### src/bfh_pkg.sv
// Notes on behaviour
// - Alterations use two command cycles.
// - Host writes read-mode command before reading. Only status reads do; a plain read uses the mode already set.
// - Read: select and gate low, strobe high.
// - Power-down needs reset low 100 ns.
// - Wake resets mode; host waits before reading.
// - Host waits after wake before writing.
// - Reset pin follows the processor reset.
// - Host supplies proper address per command.
package bfh_pkg;

  localparam int          ADDR_W         = 20;
  localparam int          DATA_W         = 8;
  localparam int          CLK_PERIOD_NS  = 20;
  localparam int          PD_MIN_NS      = 100;
  localparam int          PD_CYC         =
    (PD_MIN_NS + CLK_PERIOD_NS - 1) / CLK_PERIOD_NS;
  localparam int          PHASE_CYC      = 3;
  localparam logic [7:0]  CMD_READ_ARRAY = 8'hFF;
  localparam logic [7:0]  CMD_READ_ID    = 8'h90;
  localparam logic [7:0]  CMD_READ_STAT  = 8'h70;
  localparam logic [7:0]  CMD_CLR_STAT   = 8'h50;
  localparam logic [7:0]  CMD_ERASE      = 8'h20;
  localparam logic [7:0]  CMD_CONFIRM    = 8'hD0;
  localparam logic [7:0]  CMD_WRITE      = 8'h40;
  localparam logic [7:0]  CMD_WRITE_ALT  = 8'h10;
  localparam logic [7:0]  CMD_SUSPEND    = 8'hB0;
  localparam logic [7:0]  CMD_LOCK_SETUP = 8'h60;
  localparam logic [7:0]  CMD_SET_BLOCK  = 8'h01;
  localparam logic [7:0]  CMD_SET_MASTER = 8'hF1;

  typedef enum logic [3:0] {
    BFH_OP_READ    = 4'h0,
    BFH_OP_ARRAY   = 4'h1,
    BFH_OP_ID      = 4'h2,
    BFH_OP_STATUS  = 4'h3,
    BFH_OP_CLEAR   = 4'h4,
    BFH_OP_ERASE   = 4'h5,
    BFH_OP_WRITE   = 4'h6,
    BFH_OP_SUSPEND = 4'h7,
    BFH_OP_RESUME  = 4'h8,
    BFH_OP_LBLOCK  = 4'h9,
    BFH_OP_LMASTER = 4'hA,
    BFH_OP_LCLEAR  = 4'hB,
    BFH_OP_PDOWN   = 4'hC
  } bfh_op_t;

  typedef struct packed {
    bfh_op_t             op;
    logic [ADDR_W-1:0]   addr;
    logic [DATA_W-1:0]   data;
  } bfh_req_t;

  typedef struct packed {
    logic                chip_select_n;
    logic                output_gate_n;
    logic                write_strobe_n;
    logic                powerdown_reset_n;
  } bfh_ctl_t;

endpackage : bfh_pkg

### src/bfh_host.sv
`timescale 1ns/1ns
module bfh_host #(
  parameter int PHASE        = bfh_pkg::PHASE_CYC,
  parameter int WAKE_READ    = 8,
  parameter int WAKE_WRITE   = 8
) (
  input  wire logic                        core_clk,
  input  wire logic                        rstn,
  input  wire logic                        req_valid,
  input  wire bfh_pkg::bfh_req_t           req,
  output logic                             req_ready,
  output logic                             rsp_valid,
  output logic [bfh_pkg::DATA_W-1:0]       rsp_data,
  output logic                             dev_busy,
  output bfh_pkg::bfh_ctl_t                ctl,
  output logic [bfh_pkg::ADDR_W-1:0]       addr_pins,
  output logic [bfh_pkg::DATA_W-1:0]       data_pins_o,
  output logic                             data_pins_oe,
  input  wire logic [bfh_pkg::DATA_W-1:0]  data_pins_i,
  input  wire logic                        ready_busy_n
);

  //////////////////////////////////////////////////////////////////////////////
  // Local constants and state encoding.

  localparam int TMR_W    = 8;
  localparam int WAKE_CYC = (WAKE_READ > WAKE_WRITE) ? WAKE_READ : WAKE_WRITE;

  typedef enum logic [6:0] {
    BFH_IDLE  = 7'h01,
    BFH_SETUP = 7'h02,
    BFH_STRB  = 7'h04,
    BFH_HOLD  = 7'h08,
    BFH_POLL  = 7'h10,
    BFH_PD    = 7'h20,
    BFH_WAKE  = 7'h40
  } bfh_st_t;

  bfh_st_t                     st_r;
  bfh_pkg::bfh_req_t           req_r;
  logic                        second_r;
  logic                        req_ready_r;
  logic                        rsp_valid_r;
  logic [bfh_pkg::DATA_W-1:0]  rsp_data_r;
  logic                        dev_busy_r;
  bfh_pkg::bfh_ctl_t           ctl_r;
  logic [bfh_pkg::ADDR_W-1:0]  addr_r;
  logic [bfh_pkg::DATA_W-1:0]  dout_r;
  logic                        oe_r;
  logic                        rb_meta_r;
  logic                        rb_sync_r;
  logic [bfh_pkg::DATA_W-1:0]  dq_meta_r;
  logic [bfh_pkg::DATA_W-1:0]  dq_sync_r;
  logic                        tmr_load_r;
  logic [TMR_W-1:0]            tmr_cnt_r;
  logic                        tmr_done;
  logic                        take;
  logic                        cyc_read;
  logic                        last_cyc;

  //////////////////////////////////////////////////////////////////////////////
  // Command decoding.

  // Command byte of the first bus cycle; read array is the default, and a plain read writes none.
  function automatic logic [bfh_pkg::DATA_W-1:0] first_cmd(
    input bfh_pkg::bfh_op_t op
  );
    logic [bfh_pkg::DATA_W-1:0] cmd;
    cmd = bfh_pkg::CMD_READ_ARRAY;
    case (op)
      bfh_pkg::BFH_OP_ARRAY:   cmd = bfh_pkg::CMD_READ_ARRAY;
      bfh_pkg::BFH_OP_ID:      cmd = bfh_pkg::CMD_READ_ID;
      bfh_pkg::BFH_OP_STATUS:  cmd = bfh_pkg::CMD_READ_STAT;
      bfh_pkg::BFH_OP_CLEAR:   cmd = bfh_pkg::CMD_CLR_STAT;
      bfh_pkg::BFH_OP_ERASE:   cmd = bfh_pkg::CMD_ERASE;
      bfh_pkg::BFH_OP_WRITE:   cmd = bfh_pkg::CMD_WRITE;
      bfh_pkg::BFH_OP_SUSPEND: cmd = bfh_pkg::CMD_SUSPEND;
      bfh_pkg::BFH_OP_RESUME:  cmd = bfh_pkg::CMD_CONFIRM;
      bfh_pkg::BFH_OP_LBLOCK:  cmd = bfh_pkg::CMD_LOCK_SETUP;
      bfh_pkg::BFH_OP_LMASTER: cmd = bfh_pkg::CMD_LOCK_SETUP;
      bfh_pkg::BFH_OP_LCLEAR:  cmd = bfh_pkg::CMD_LOCK_SETUP;
      default:                 cmd = bfh_pkg::CMD_READ_ARRAY;
    endcase
    return cmd;
  endfunction : first_cmd

  // Byte of the second bus cycle of a two-cycle sequence.
  function automatic logic [bfh_pkg::DATA_W-1:0] second_cmd(
    input bfh_pkg::bfh_op_t           op,
    input logic [bfh_pkg::DATA_W-1:0] data
  );
    logic [bfh_pkg::DATA_W-1:0] cmd;
    cmd = data;
    case (op)
      bfh_pkg::BFH_OP_ERASE:   cmd = bfh_pkg::CMD_CONFIRM;
      bfh_pkg::BFH_OP_LBLOCK:  cmd = bfh_pkg::CMD_SET_BLOCK;
      bfh_pkg::BFH_OP_LMASTER: cmd = bfh_pkg::CMD_SET_MASTER;
      bfh_pkg::BFH_OP_LCLEAR:  cmd = bfh_pkg::CMD_CONFIRM;
      default:                 cmd = data;
    endcase
    return cmd;
  endfunction : second_cmd

  function automatic logic has_second(input bfh_pkg::bfh_op_t op);
    return op inside {bfh_pkg::BFH_OP_STATUS, bfh_pkg::BFH_OP_ERASE,
                      bfh_pkg::BFH_OP_WRITE, bfh_pkg::BFH_OP_LBLOCK,
                      bfh_pkg::BFH_OP_LMASTER, bfh_pkg::BFH_OP_LCLEAR};
  endfunction : has_second

  function automatic logic alters(input bfh_pkg::bfh_op_t op);
    return op inside {bfh_pkg::BFH_OP_ERASE, bfh_pkg::BFH_OP_WRITE,
                      bfh_pkg::BFH_OP_LBLOCK, bfh_pkg::BFH_OP_LMASTER,
                      bfh_pkg::BFH_OP_LCLEAR};
  endfunction : alters

  function automatic logic is_read(
    input bfh_pkg::bfh_op_t op,
    input logic             second
  );
    return (op == bfh_pkg::BFH_OP_READ && !second) ||
           (op == bfh_pkg::BFH_OP_STATUS && second);
  endfunction : is_read

  assign take     = req_valid && req_ready_r;
  assign cyc_read = is_read(req_r.op, second_r);
  assign last_cyc = second_r || !has_second(req_r.op);

  //////////////////////////////////////////////////////////////////////////////
  // Pin synchronisers; the far side runs on no clock of ours.

  always_ff @(posedge core_clk or negedge rstn) begin
    if (!rstn) begin
      rb_meta_r <= 1'b1;
      rb_sync_r <= 1'b1;
      dq_meta_r <= '0;
      dq_sync_r <= '0;
    end else begin
      rb_meta_r <= ready_busy_n;
      rb_sync_r <= rb_meta_r;
      dq_meta_r <= data_pins_i;
      dq_sync_r <= dq_meta_r;
    end
  end

  //////////////////////////////////////////////////////////////////////////////
  // Phase pacing.

  always_ff @(posedge core_clk or negedge rstn) begin
    if (!rstn) begin
      tmr_load_r <= 1'b1;
      tmr_cnt_r  <= TMR_W'(bfh_pkg::PD_CYC);
    end else begin
      tmr_load_r <= 1'b0;
      if (take && req.op == bfh_pkg::BFH_OP_PDOWN) begin
        tmr_load_r <= 1'b1;
        tmr_cnt_r  <= TMR_W'(bfh_pkg::PD_CYC);
      end else if (take) begin
        tmr_load_r <= 1'b1;
        tmr_cnt_r  <= TMR_W'(PHASE);
      end else if (tmr_done && st_r inside {BFH_SETUP, BFH_STRB}) begin
        tmr_load_r <= 1'b1;
        tmr_cnt_r  <= TMR_W'(PHASE);
      end else if (tmr_done && st_r == BFH_HOLD && !last_cyc) begin
        tmr_load_r <= 1'b1;
        tmr_cnt_r  <= TMR_W'(PHASE);
      end else if (tmr_done && st_r == BFH_PD) begin
        tmr_load_r <= 1'b1;
        tmr_cnt_r  <= TMR_W'(WAKE_CYC);
      end
    end
  end

  bfh_phase_timer #(
    .CNT_W (TMR_W)
  ) u_timer (
    .core_clk (core_clk),
    .rstn     (rstn),
    .load     (tmr_load_r),
    .count    (tmr_cnt_r),
    .done     (tmr_done)
  );

  //////////////////////////////////////////////////////////////////////////////
  // Bus cycle sequencer and pins.

  // The memory is held in power-down while our own reset is low, so a
  // processor reset never finds it in a status mode.
  always_ff @(posedge core_clk or negedge rstn) begin
    if (!rstn) begin
      st_r     <= BFH_PD;
      req_r    <= '0;
      second_r <= 1'b0;
      addr_r   <= '0;
      dout_r   <= '0;
      oe_r     <= 1'b0;
      ctl_r    <= '{chip_select_n:     1'b1,
                    output_gate_n:     1'b1,
                    write_strobe_n:    1'b1,
                    powerdown_reset_n: 1'b0};
    end else begin
      unique case (st_r)
        BFH_IDLE: begin
          if (take) begin
            req_r    <= req;
            second_r <= 1'b0;
            addr_r   <= req.addr;
            if (req.op == bfh_pkg::BFH_OP_PDOWN) begin
              ctl_r.powerdown_reset_n <= 1'b0;
              st_r                    <= BFH_PD;
            end else begin
              dout_r <= first_cmd(req.op);
              oe_r   <= !is_read(req.op, 1'b0);
              st_r   <= BFH_SETUP;
            end
          end
        end
        BFH_SETUP: begin
          if (tmr_done) begin
            ctl_r.chip_select_n <= 1'b0;
            if (cyc_read) begin
              ctl_r.output_gate_n <= 1'b0;
            end else begin
              ctl_r.write_strobe_n <= 1'b0;
            end
            st_r <= BFH_STRB;
          end
        end
        BFH_STRB: begin
          // Strobes rise before select so the write is latched by strobe.
          if (tmr_done) begin
            ctl_r.output_gate_n  <= 1'b1;
            ctl_r.write_strobe_n <= 1'b1;
            st_r                 <= BFH_HOLD;
          end
        end
        BFH_HOLD: begin
          if (tmr_done) begin
            ctl_r.chip_select_n <= 1'b1;
            oe_r                <= 1'b0;
            if (!last_cyc) begin
              second_r <= 1'b1;
              dout_r   <= second_cmd(req_r.op, req_r.data);
              oe_r     <= !is_read(req_r.op, 1'b1);
              st_r     <= BFH_SETUP;
            end else if (alters(req_r.op)) begin
              st_r <= BFH_POLL;
            end else begin
              st_r <= BFH_IDLE;
            end
          end
        end
        BFH_POLL: begin
          // No bound here: an operation may take as long as it takes.
          if (rb_sync_r) begin
            st_r <= BFH_IDLE;
          end
        end
        BFH_PD: begin
          if (tmr_done) begin
            ctl_r.powerdown_reset_n <= 1'b1;
            st_r                    <= BFH_WAKE;
          end
        end
        BFH_WAKE: begin
          if (tmr_done) begin
            st_r <= BFH_IDLE;
          end
        end
        default: begin
          st_r <= BFH_IDLE;
        end
      endcase
    end
  end

  a_read_no_strobe: assert property (
    @(posedge core_clk) disable iff (!rstn)
    !(!ctl.output_gate_n && !ctl.write_strobe_n))
    else $error("Gate and strobe low together.");

  a_strobe_selected: assert property (
    @(posedge core_clk) disable iff (!rstn)
    !ctl.write_strobe_n |-> !ctl.chip_select_n)
    else $error("Strobe low while deselected.");

  a_gate_selected: assert property (
    @(posedge core_clk) disable iff (!rstn)
    !ctl.output_gate_n |-> !ctl.chip_select_n)
    else $error("Gate low while deselected.");

  a_pd_min_low: assert property (
    @(posedge core_clk) disable iff (!rstn)
    $fell(ctl.powerdown_reset_n) |-> !ctl.powerdown_reset_n [*5])
    else $error("Power-down pulse too short.");

  a_wake_no_write: assert property (
    @(posedge core_clk) disable iff (!rstn)
    $rose(ctl.powerdown_reset_n) |-> ctl.write_strobe_n [*8])
    else $error("Write too soon after wake.");

  a_wake_no_read: assert property (
    @(posedge core_clk) disable iff (!rstn)
    $rose(ctl.powerdown_reset_n) |-> ctl.output_gate_n [*8])
    else $error("Read too soon after wake.");

  a_addr_held: assert property (
    @(posedge core_clk) disable iff (!rstn)
    !ctl.chip_select_n |-> $stable(addr_pins))
    else $error("Address moved during a cycle.");

  a_pd_deselect: assert property (
    @(posedge core_clk) disable iff (!rstn)
    !ctl.powerdown_reset_n |-> ctl.chip_select_n)
    else $error("Selected during power-down.");

  //////////////////////////////////////////////////////////////////////////////
  // Handshake and response.

  always_ff @(posedge core_clk or negedge rstn) begin
    if (!rstn) begin
      req_ready_r <= 1'b0;
      rsp_valid_r <= 1'b0;
      rsp_data_r  <= '0;
      dev_busy_r  <= 1'b0;
    end else begin
      req_ready_r <= (st_r == BFH_IDLE) && !take;
      rsp_valid_r <= (st_r == BFH_HOLD) && tmr_done && last_cyc &&
                     cyc_read;
      if (st_r == BFH_STRB && tmr_done && cyc_read) begin
        rsp_data_r <= dq_sync_r;
      end
      dev_busy_r <= !rb_sync_r;
    end
  end

  assign req_ready    = req_ready_r;
  assign rsp_valid    = rsp_valid_r;
  assign rsp_data     = rsp_data_r;
  assign dev_busy     = dev_busy_r;
  assign ctl          = ctl_r;
  assign addr_pins    = addr_r;
  assign data_pins_o  = dout_r;
  assign data_pins_oe = oe_r;

endmodule : bfh_host

### src/bfh_phase_timer.sv
`timescale 1ns/1ns
// Down-counter that paces each bus phase; done pulses on expiry.
module bfh_phase_timer #(
  parameter int CNT_W = 8
) (
  input  wire logic             core_clk,
  input  wire logic             rstn,
  input  wire logic             load,
  input  wire logic [CNT_W-1:0] count,
  output logic                  done
);

  logic [CNT_W-1:0] cnt_r;
  logic             run_r;

  always_ff @(posedge core_clk or negedge rstn) begin
    if (!rstn) begin
      cnt_r <= '0;
      run_r <= 1'b0;
    end else if (load) begin
      cnt_r <= count;
      run_r <= 1'b1;
    end else if (run_r) begin
      if (cnt_r == '0) begin
        run_r <= 1'b0;
      end else begin
        cnt_r <= cnt_r - 1'b1;
      end
    end
  end

  assign done = run_r && (cnt_r == '0) && !load;

endmodule : bfh_phase_timer

### config.mk
export PLATFORM = sky130hd
export DESIGN_NAME = bfh_host
export DESIGN_NICKNAME = d
export VERILOG_FILES = /design/src/bfh_pkg.sv /design/src/bfh_host.sv /design/src/bfh_phase_timer.sv
export SDC_FILE = /design/constraint.sdc
export NUM_CORES = 1
export LEC_CHECK = 0
export ABC_AREA = 1
export ABC_CLOCK_PERIOD_IN_PS = 2900
export BUFFER_PORTS_ARGS = -buffer_cell sky130_fd_sc_hd__buf_4
export CORE_MARGIN = 2
export CORE_UTILIZATION = 45
export DETAILED_ROUTE_END_ITERATION = 8
export GPL_TIMING_DRIVEN = 0
export PLACE_DENSITY = 0.7
export SYNTH_ARGS = -nofsm -noshare
export SYNTH_HDL_FRONTEND = slang
export SYNTH_SLANG_ARGS = --single-unit
### constraint.sdc
create_clock -name core_clk -period 2.9 [get_ports core_clk]
set_input_delay 0.58 -clock core_clk [delete_from_list [all_inputs] [get_ports core_clk]]
set_output_delay 0.58 -clock core_clk [all_outputs]
set_load 0.005 [all_outputs]
==> impl_metrics.json, run 1 <==
{
  "ys_ff_latch": 96,
  "p_sw_mw": 1.92,
  "clock_path_buffers": 2,
  "met2_length_um": 4410,
  "hp-class": "in -> reg",
  "crit_arrival_ns": 2.16,
  "min_period_ns": 1.88,
  "fin_crit_sh_pct": 64.7,
  "crit_type": "reg -> reg",
  "design_area_sq_um": 5530,
  "start_util_pct": 46.3,
  "ir_drop_mv": 0.439,
  "synthArstFlopShare_pct": 100,
  "synth_ff_type": "dfrtp_1",
  "p_leak_nw": 2.92,
  "fillers": 923,
  "start_kind": "flop",
  "combPwrFrac_pct": 39.4,
  "swShare_pct": 40.1,
  "synthTopCellsByCount": "nand2_1 (187), dfrtp_1 (87), inv_1 (41), nor2_1 (41), o21ai_0 (33)",
  "fin_util_pct": 56.8,
  "synth_area_leaders": "dfrtp_1 (48%), nand2_1 (16%), dfstp_2 (5.3%)",
  "die_area_sq_um": 10800,
  "avgSynthCellArea_sq_um": 8.52,
  "core.rowCount": 36,
  "drc": 0,
  "pwr-share-seq_pct": 42.0,
  "seq_area_sq_um": 2410,
  "crit_required_ns": 3.18,
  "grt_max_degree": 97,
  "clk_pin_slew_ns": 0.11,
  "num_io_pins": 88,
  "hold_viol_final": 0,
  "grt_pass1_wl_um": 16300,
  "synthesis.area_sq_um": 4500,
  "die_h_um": 104,
  "synth-edff-count": 0,
  "synth_top_cell_by_area": "dfrtp_1",
  "port_buffers": 87,
  "worst_hold_slack_ns": 0.301,
  "pwr-share-clk_pct": 18.6,
  "cts_root_buf": "clkbuf_8",
  "clock_latency_ns": 0.38,
  "top_layer": "met4",
  "rsz0062_at_grt": "no",
  "grt_usage_pct": 18.5,
  "wl_met3_um": 644,
  "crit_family": "simple AND/OR/NAND/NOR gates",
  "path_buf_inv": 1,
  "nets": 678,
  "synthMostInstantiatedCell": "nand2_1",
  "fmax_ghz": 0.533,
  "p_int_mw": 2.88,
  "crit_path_max_fanout": 10,
  "ant_nets": 0,
  "syn_nets": 580,
  "cts_tree": "yes",
  "max_cap_violations": 0,
  "core_area_sq_um": 9730,
  "grt_pass1_vias": 3656,
  "slowest_stage": "dfrtp_1",
  "setup_tns_ns": 0,
  "routed_wl_um": 9470,
  "cts_hold_buf": 0,
  "yosys.area.top_type_share_pct": 48.4,
  "antenna_found_initial": 0,
  "wl_met1_um": 4180,
  "multiInputGateArea_sq_um": 1820,
  "routabilityCongestion": 0.858,
  "end_kind": "flop",
  "slew-limit-headroom_pct": 21.9,
  "first_iter_violations": 179,
  "crit_chain": "inv_1 -> ha_1 -> nand2_2 -> nor2_4 -> nand3_2 -> nand2_2 -> nand2_4 -> nor2_8 -> nand2_4 -> nand2_1 -> nand2_1",
  "finalSetupViolations": 0,
  "vias": 3726,
  "skew_ns": 0.0158,
  "dp.final_hpwl_um": 7020,
  "seq_area_frac_synth_pct": 53.6,
  "vias_per_cell": 4.88,
  "cts_buffers": 9,
  "avgRoutedWirePerCell_um": 12.4,
  "drive_gt1_share_pct": 27.4,
  "worst_slew_pin_slew_ns": 1.17,
  "synth.distinct_cells": 31,
  "crit_path_max_incr_delay_ns": 0.39,
  "cts_resized": 0,
  "antenna_cells": 0,
  "final_max_slew_viol_count": 0,
  "power_density_nw_per_um2": 868,
  "cts_sinks": 96,
  "die-width_um": 104,
  "yosysWarnings": 0,
  "post_cts_buffers": 0,
  "post_dp_cell_area_sq_um": 5320,
  "overflow": 0,
  "drt_first_pass_iters": 4,
  "areaGrowthSynthToFinish_pct": 22.8,
  "status": "finished clean",
  "htreeDepth": 3,
  "syn_inst": 528
}
## layout make-up
class | instances | share of cell area, %
Clock inverter | 7 | 1.52
Buffer | 10 | 1.15
Timing Repair Buffer | 87 | 11.8
Inverter | 54 | 3.71
Sequential cell | 96 | 43.7
Clock buffer | 9 | 2.24
Tap cell | 133 | 3.01
Multi-Input combinational cell | 368 | 32.9
## power groups by stage
stage	Clock [mW]	Combinational [mW]	Sequential (mW)
5_1_grt	0.981	2.15	2.07
4_1_cts	0.917	1.91	2.02
3_5_place_dp	0	1.90	2.04
2_1_floorplan	0	1.22	2.01
6_report	0.891	1.89	2.02
3_3_place_gp	0	1.86	2.02
## per-stage QoR
stage | power [mW] | setup slack, ns | cells
after detailed placement | 3.94 | 0.946 | 748
after floorplan | 3.23 | 1.30 | 528
after CTS | 4.85 | 1.02 | 764
after global routing | 5.20 | 0.854 | 764
final | 4.80 | 1.02 | 764
after global placement | 3.88 | 0.972 | 748
## worst paths after layout
kind	start	to	slack, ns	cells after the start
setup / recovery	u_timer.cnt_r[0]	data_pins_o[5]	1.02	11
hold / removal	ready_busy_n	rb_meta_r	0.30	1
setup reg to reg	u_timer.cnt_r[0]	data_pins_o[5]	1.02	11
hold reg to reg	dq_meta_r[7]	dq_sync_r[7]	0.36	0
max in group asynchronous	rstn	addr_pins[15]	1.72	1
min in group asynchronous	rstn	st_r[6]	0.40	1
## registers in the layout (all words and copies together) (netlist names), 4 cells and up
name / count
dq_meta_r: 8
st_r: 7
u_timer.cnt_r: 8
data_pins_o: 8
req_r: 12
addr_pins: 20
rsp_data: 8
ctl: 4
dq_sync_r: 8
tmr_cnt_r: 4
## layout by cell type, fill, tap and decap left out, drive strengths merged
master and instances:
a21boi 1, a21oi 11, a31oi 1, buf 97
clkbuf 9, clkinv 3, dfrtp 87, dfstp 9
ha 8, inv 58, nand2 201, nand3 36
nand3b 1, nand4 5, nor2 51, nor3 4
o211ai 2, o21a 1, o21ai 45, xor2 1
## cells by family (layout without fill, tap and decap cells)
group / count (synthesis) / in the layout / share of synthesized area [%]
buf+inv: 64 / 167 / 5.98
fa+ha+maj: 8 / 8 / 2.22
xor+xnor: 1 / 1 / 0.195
simple gates: 298 / 298 / 30.1
compound gates: 61 / 61 / 7.87
flops: 96 / 96 / 53.6
## per-layer routing
metal  global-route usage, %  up-vias
met2                    29.9      110
met3                    4.51       24
met4                    8.59        0
met5                       0        -
met1                    23.4     1724
li1                        -     1868
Note: power is estimated with default switching activity, not from simulation.
==> run 2, diff against run 1 <==
--- a/config.mk
+++ b/config.mk
@@ -6,13 +6,13 @@
 export NUM_CORES = 1
 export LEC_CHECK = 0
 export ABC_AREA = 1
-export ABC_CLOCK_PERIOD_IN_PS = 2900
+export ABC_CLOCK_PERIOD_IN_PS = 1650
 export BUFFER_PORTS_ARGS = -buffer_cell sky130_fd_sc_hd__buf_4
 export CORE_MARGIN = 2
 export CORE_UTILIZATION = 45
 export DETAILED_ROUTE_END_ITERATION = 8
 export GPL_TIMING_DRIVEN = 0
-export PLACE_DENSITY = 0.7
+export PLACE_DENSITY = 0.73
 export SYNTH_ARGS = -nofsm -noshare
 export SYNTH_HDL_FRONTEND = slang
 export SYNTH_SLANG_ARGS = --single-unit
==> constraint.sdc (replaced) <==
create_clock -name core_clk -period 1.65 [get_ports core_clk]
set_input_delay 0.33 -clock core_clk [delete_from_list [all_inputs] [get_ports core_clk]]
set_output_delay 0.33 -clock core_clk [all_outputs]
set_load 0.005 [all_outputs]
==> run 2 against run 1 <==
The flow now finishes with violations (setup timing); critical path type unchanged; setup slack worse by 1.0 ns; first-iteration DRC count increased by 15%; die area is the same; critical endpoint is now data_pins_o[6]; largest power group is now combinational cells; non-clock buffer count grew 25.
==> impl_metrics.json, run 2 (same netlist as run 1, synthesis figures left out) <==
{
  "status": "finished with violations",
  "violations": "setup timing",
  "p_leak_nw": 3.10,
  "ant_nets": 0,
  "crit_required_ns": 1.92,
  "first_iter_violations": 206,
  "slew-limit-headroom_pct": 21.2,
  "ir_drop_mv": 1.04,
  "clock_path_buffers": 2,
  "cts_root_buf": "clkbuf_8",
  "fmax_ghz": 0.603,
  "htreeDepth": 3,
  "cts_hold_buf": 0,
  "max_cap_violations": 0,
  "clk_pin_slew_ns": 0.11,
  "hp-start": "data_pins_i[7]",
  "dp.final_hpwl_um": 7130,
  "final_common_cell": "nand2_1",
  "antenna_found_initial": 0,
  "routed_wl_um": 10400,
  "crit_cells": 10,
  "cts_sinks": 96,
  "layout_setup_ws_ns": -0.00788,
  "nets": 705,
  "end_kind": "flop",
  "port_buffers": 87,
  "regToRegEndpoint": "data_pins_o[6]",
  "cts_buffers": 9,
  "post_dp_cell_area_sq_um": 5320,
  "skew_ns": 0.0119,
  "vias_per_cell": 4.93,
  "crit_path_max_fanout": 5,
  "min_period_ns": 1.66,
  "fillers": 853,
  "slowest_stage": "dfrtp_1",
  "hold_path_end": "dq_meta_r[7]",
  "die_area_sq_um": 10800,
  "drc": 0,
  "hold_depth": 1,
  "grt_pass1_wl_um": 17100,
  "grt_usage_pct": 19.3,
  "core_area_sq_um": 9730,
  "core.rowCount": 36,
  "ff2ff_path_depth": 10,
  "crit_type": "reg -> reg",
  "finalSetupViolations": 7,
  "num_io_pins": 88,
  "grt_max_degree": 97,
  "overflow": 0,
  "die_h_um": 104,
  "path_buf_inv": 2,
  "pre_cts_ws_ns": -0.243,
  "rsz0062_at_grt": "yes",
  "cts_tree": "yes",
  "dp_cells": 748,
  "fin_crit_sh_pct": 100,
  "start_util_pct": 46.3,
  "final_max_slew_viol_count": 0,
  "final_cell_mix": "nand2_1 (172), buf_4 (111), dfrtp_1 (84)",
  "start_kind": "flop",
  "clock_latency_ns": 0.37,
  "largest_reg_flops": 20,
  "r2r_setup_slack_ns": -0.008,
  "antenna_cells": 0,
  "crit_chain": "inv_2 -> nand3_4 -> nor2_8 -> inv_6 -> nand2_8 -> nand2_8 -> nor2_8 -> nand2_4 -> nand2_2 -> nand2_1",
  "crit_path_max_incr_delay_ns": 0.43,
  "r2r-start": "st_r[6]",
  "hp-class": "in -> reg",
  "power_density_nw_per_um2": 1560,
  "worst_slew_pin_slew_ns": 1.18,
  "hold_viol_final": 0,
  "die-width_um": 104,
  "drt_first_pass_iters": 5,
  "drive_gt1_share_pct": 36.3,
  "avgRoutedWirePerCell_um": 13.2,
  "design_area_sq_um": 6020,
  "grt_pass1_vias": 3840,
  "final_cell_count_no_fill": 791,
  "areaGrowthSynthToFinish_pct": 33.7,
  "crit_arrival_ns": 1.92,
  "routabilityCongestion": 0.862,
  "crit_family": "simple AND/OR/NAND/NOR gates",
  "vias": 3896
}
[run 2: changes by cell type in the layout (fill, tap and decap cells not counted), moves of 4 or more]
cell,delta
buf_4,+21
buf_6,+5
inv_1,-4
nand2_1,-15
nand2_2,+8
nand2_8,+5
nand3_1,-7
nand3_2,+5
nor2_1,-7
nor2_4,+5
[run 2: power by group]
part / internal (mW) / leakage [nW] / total (mW) / switching (mW)
clock network: 0.598 / 0.101 / 1.52 / 0.926
registers: 3.08 / 1.17 / 3.58 / 0.504
logic: 1.86 / 1.83 / 4.29 / 2.42
total: 5.54 / 3.10 / 9.40 / 3.85
[run 2: worst max-delay path by stage]
| stage | start | endpoint | slack [ns] |
|---|---|---|---|
| 2_1_floorplan | u_timer.cnt_r[0] | data_pins_o[5] | 0.05 |
| 3_3_place_gp | u_timer.cnt_r[0] | data_pins_o[1] | -0.19 |
| 3_5_place_dp | u_timer.cnt_r[0] | data_pins_o[1] | -0.24 |
| 4_1_cts | st_r[5] | tmr_cnt_r[2] | -0.009 |
| 5_1_grt | u_timer.cnt_r[0] | rsp_data[6] | -0.11 |
| 6_report | st_r[6] | data_pins_o[6] | -0.008 |
[run 2: layout make-up]
cell class                 count  area (sq um)  area share [%]
sequential                    96          2420            40.2
multi-input combinational    370          2070            34.4
timing repair buffer         113           872            14.5
inverter                      54           223            3.70
tap                          133           166            2.77
clock buffer                   9           124            2.06
clock inverter                 7          73.8            1.23
buffer                         9          68.8            1.14
[run 2: timing repair]
action | 4_1_cts | 5_1_grt
hold endpoints to repair | 0 | 0
gates cloned | 2 | 0
setup endpoints to repair | 26 | 50
pin swaps | 9 | 19
resized for setup | 17 | 58
setup buffers | 14 | 12
[run 2: layer usage]
layer	up-vias	GRT usage, %	routed length [um]
li1	1922	-	-
met1	1834	23.8	4290
met2	127	33.1	5290
met3	13	4.39	725
met4	0	7.63	119
met5	-	0	0
[run 2: through the flow]
step	hold WS, ns	setup TNS [ns]	power (mW)	utilization (%)
6_report	0.0613	-0.0270	9.40	61.9
5_1_grt	0.0418	-1.52	10.1	61.9
4_1_cts	0.0420	-0.00913	8.99	59.0
3_5_place_dp	0.335	-3.61	6.93	54.7
3_3_place_gp	0.331	-2.68	6.81	54.7
2_1_floorplan	0.0344	0	5.67	-
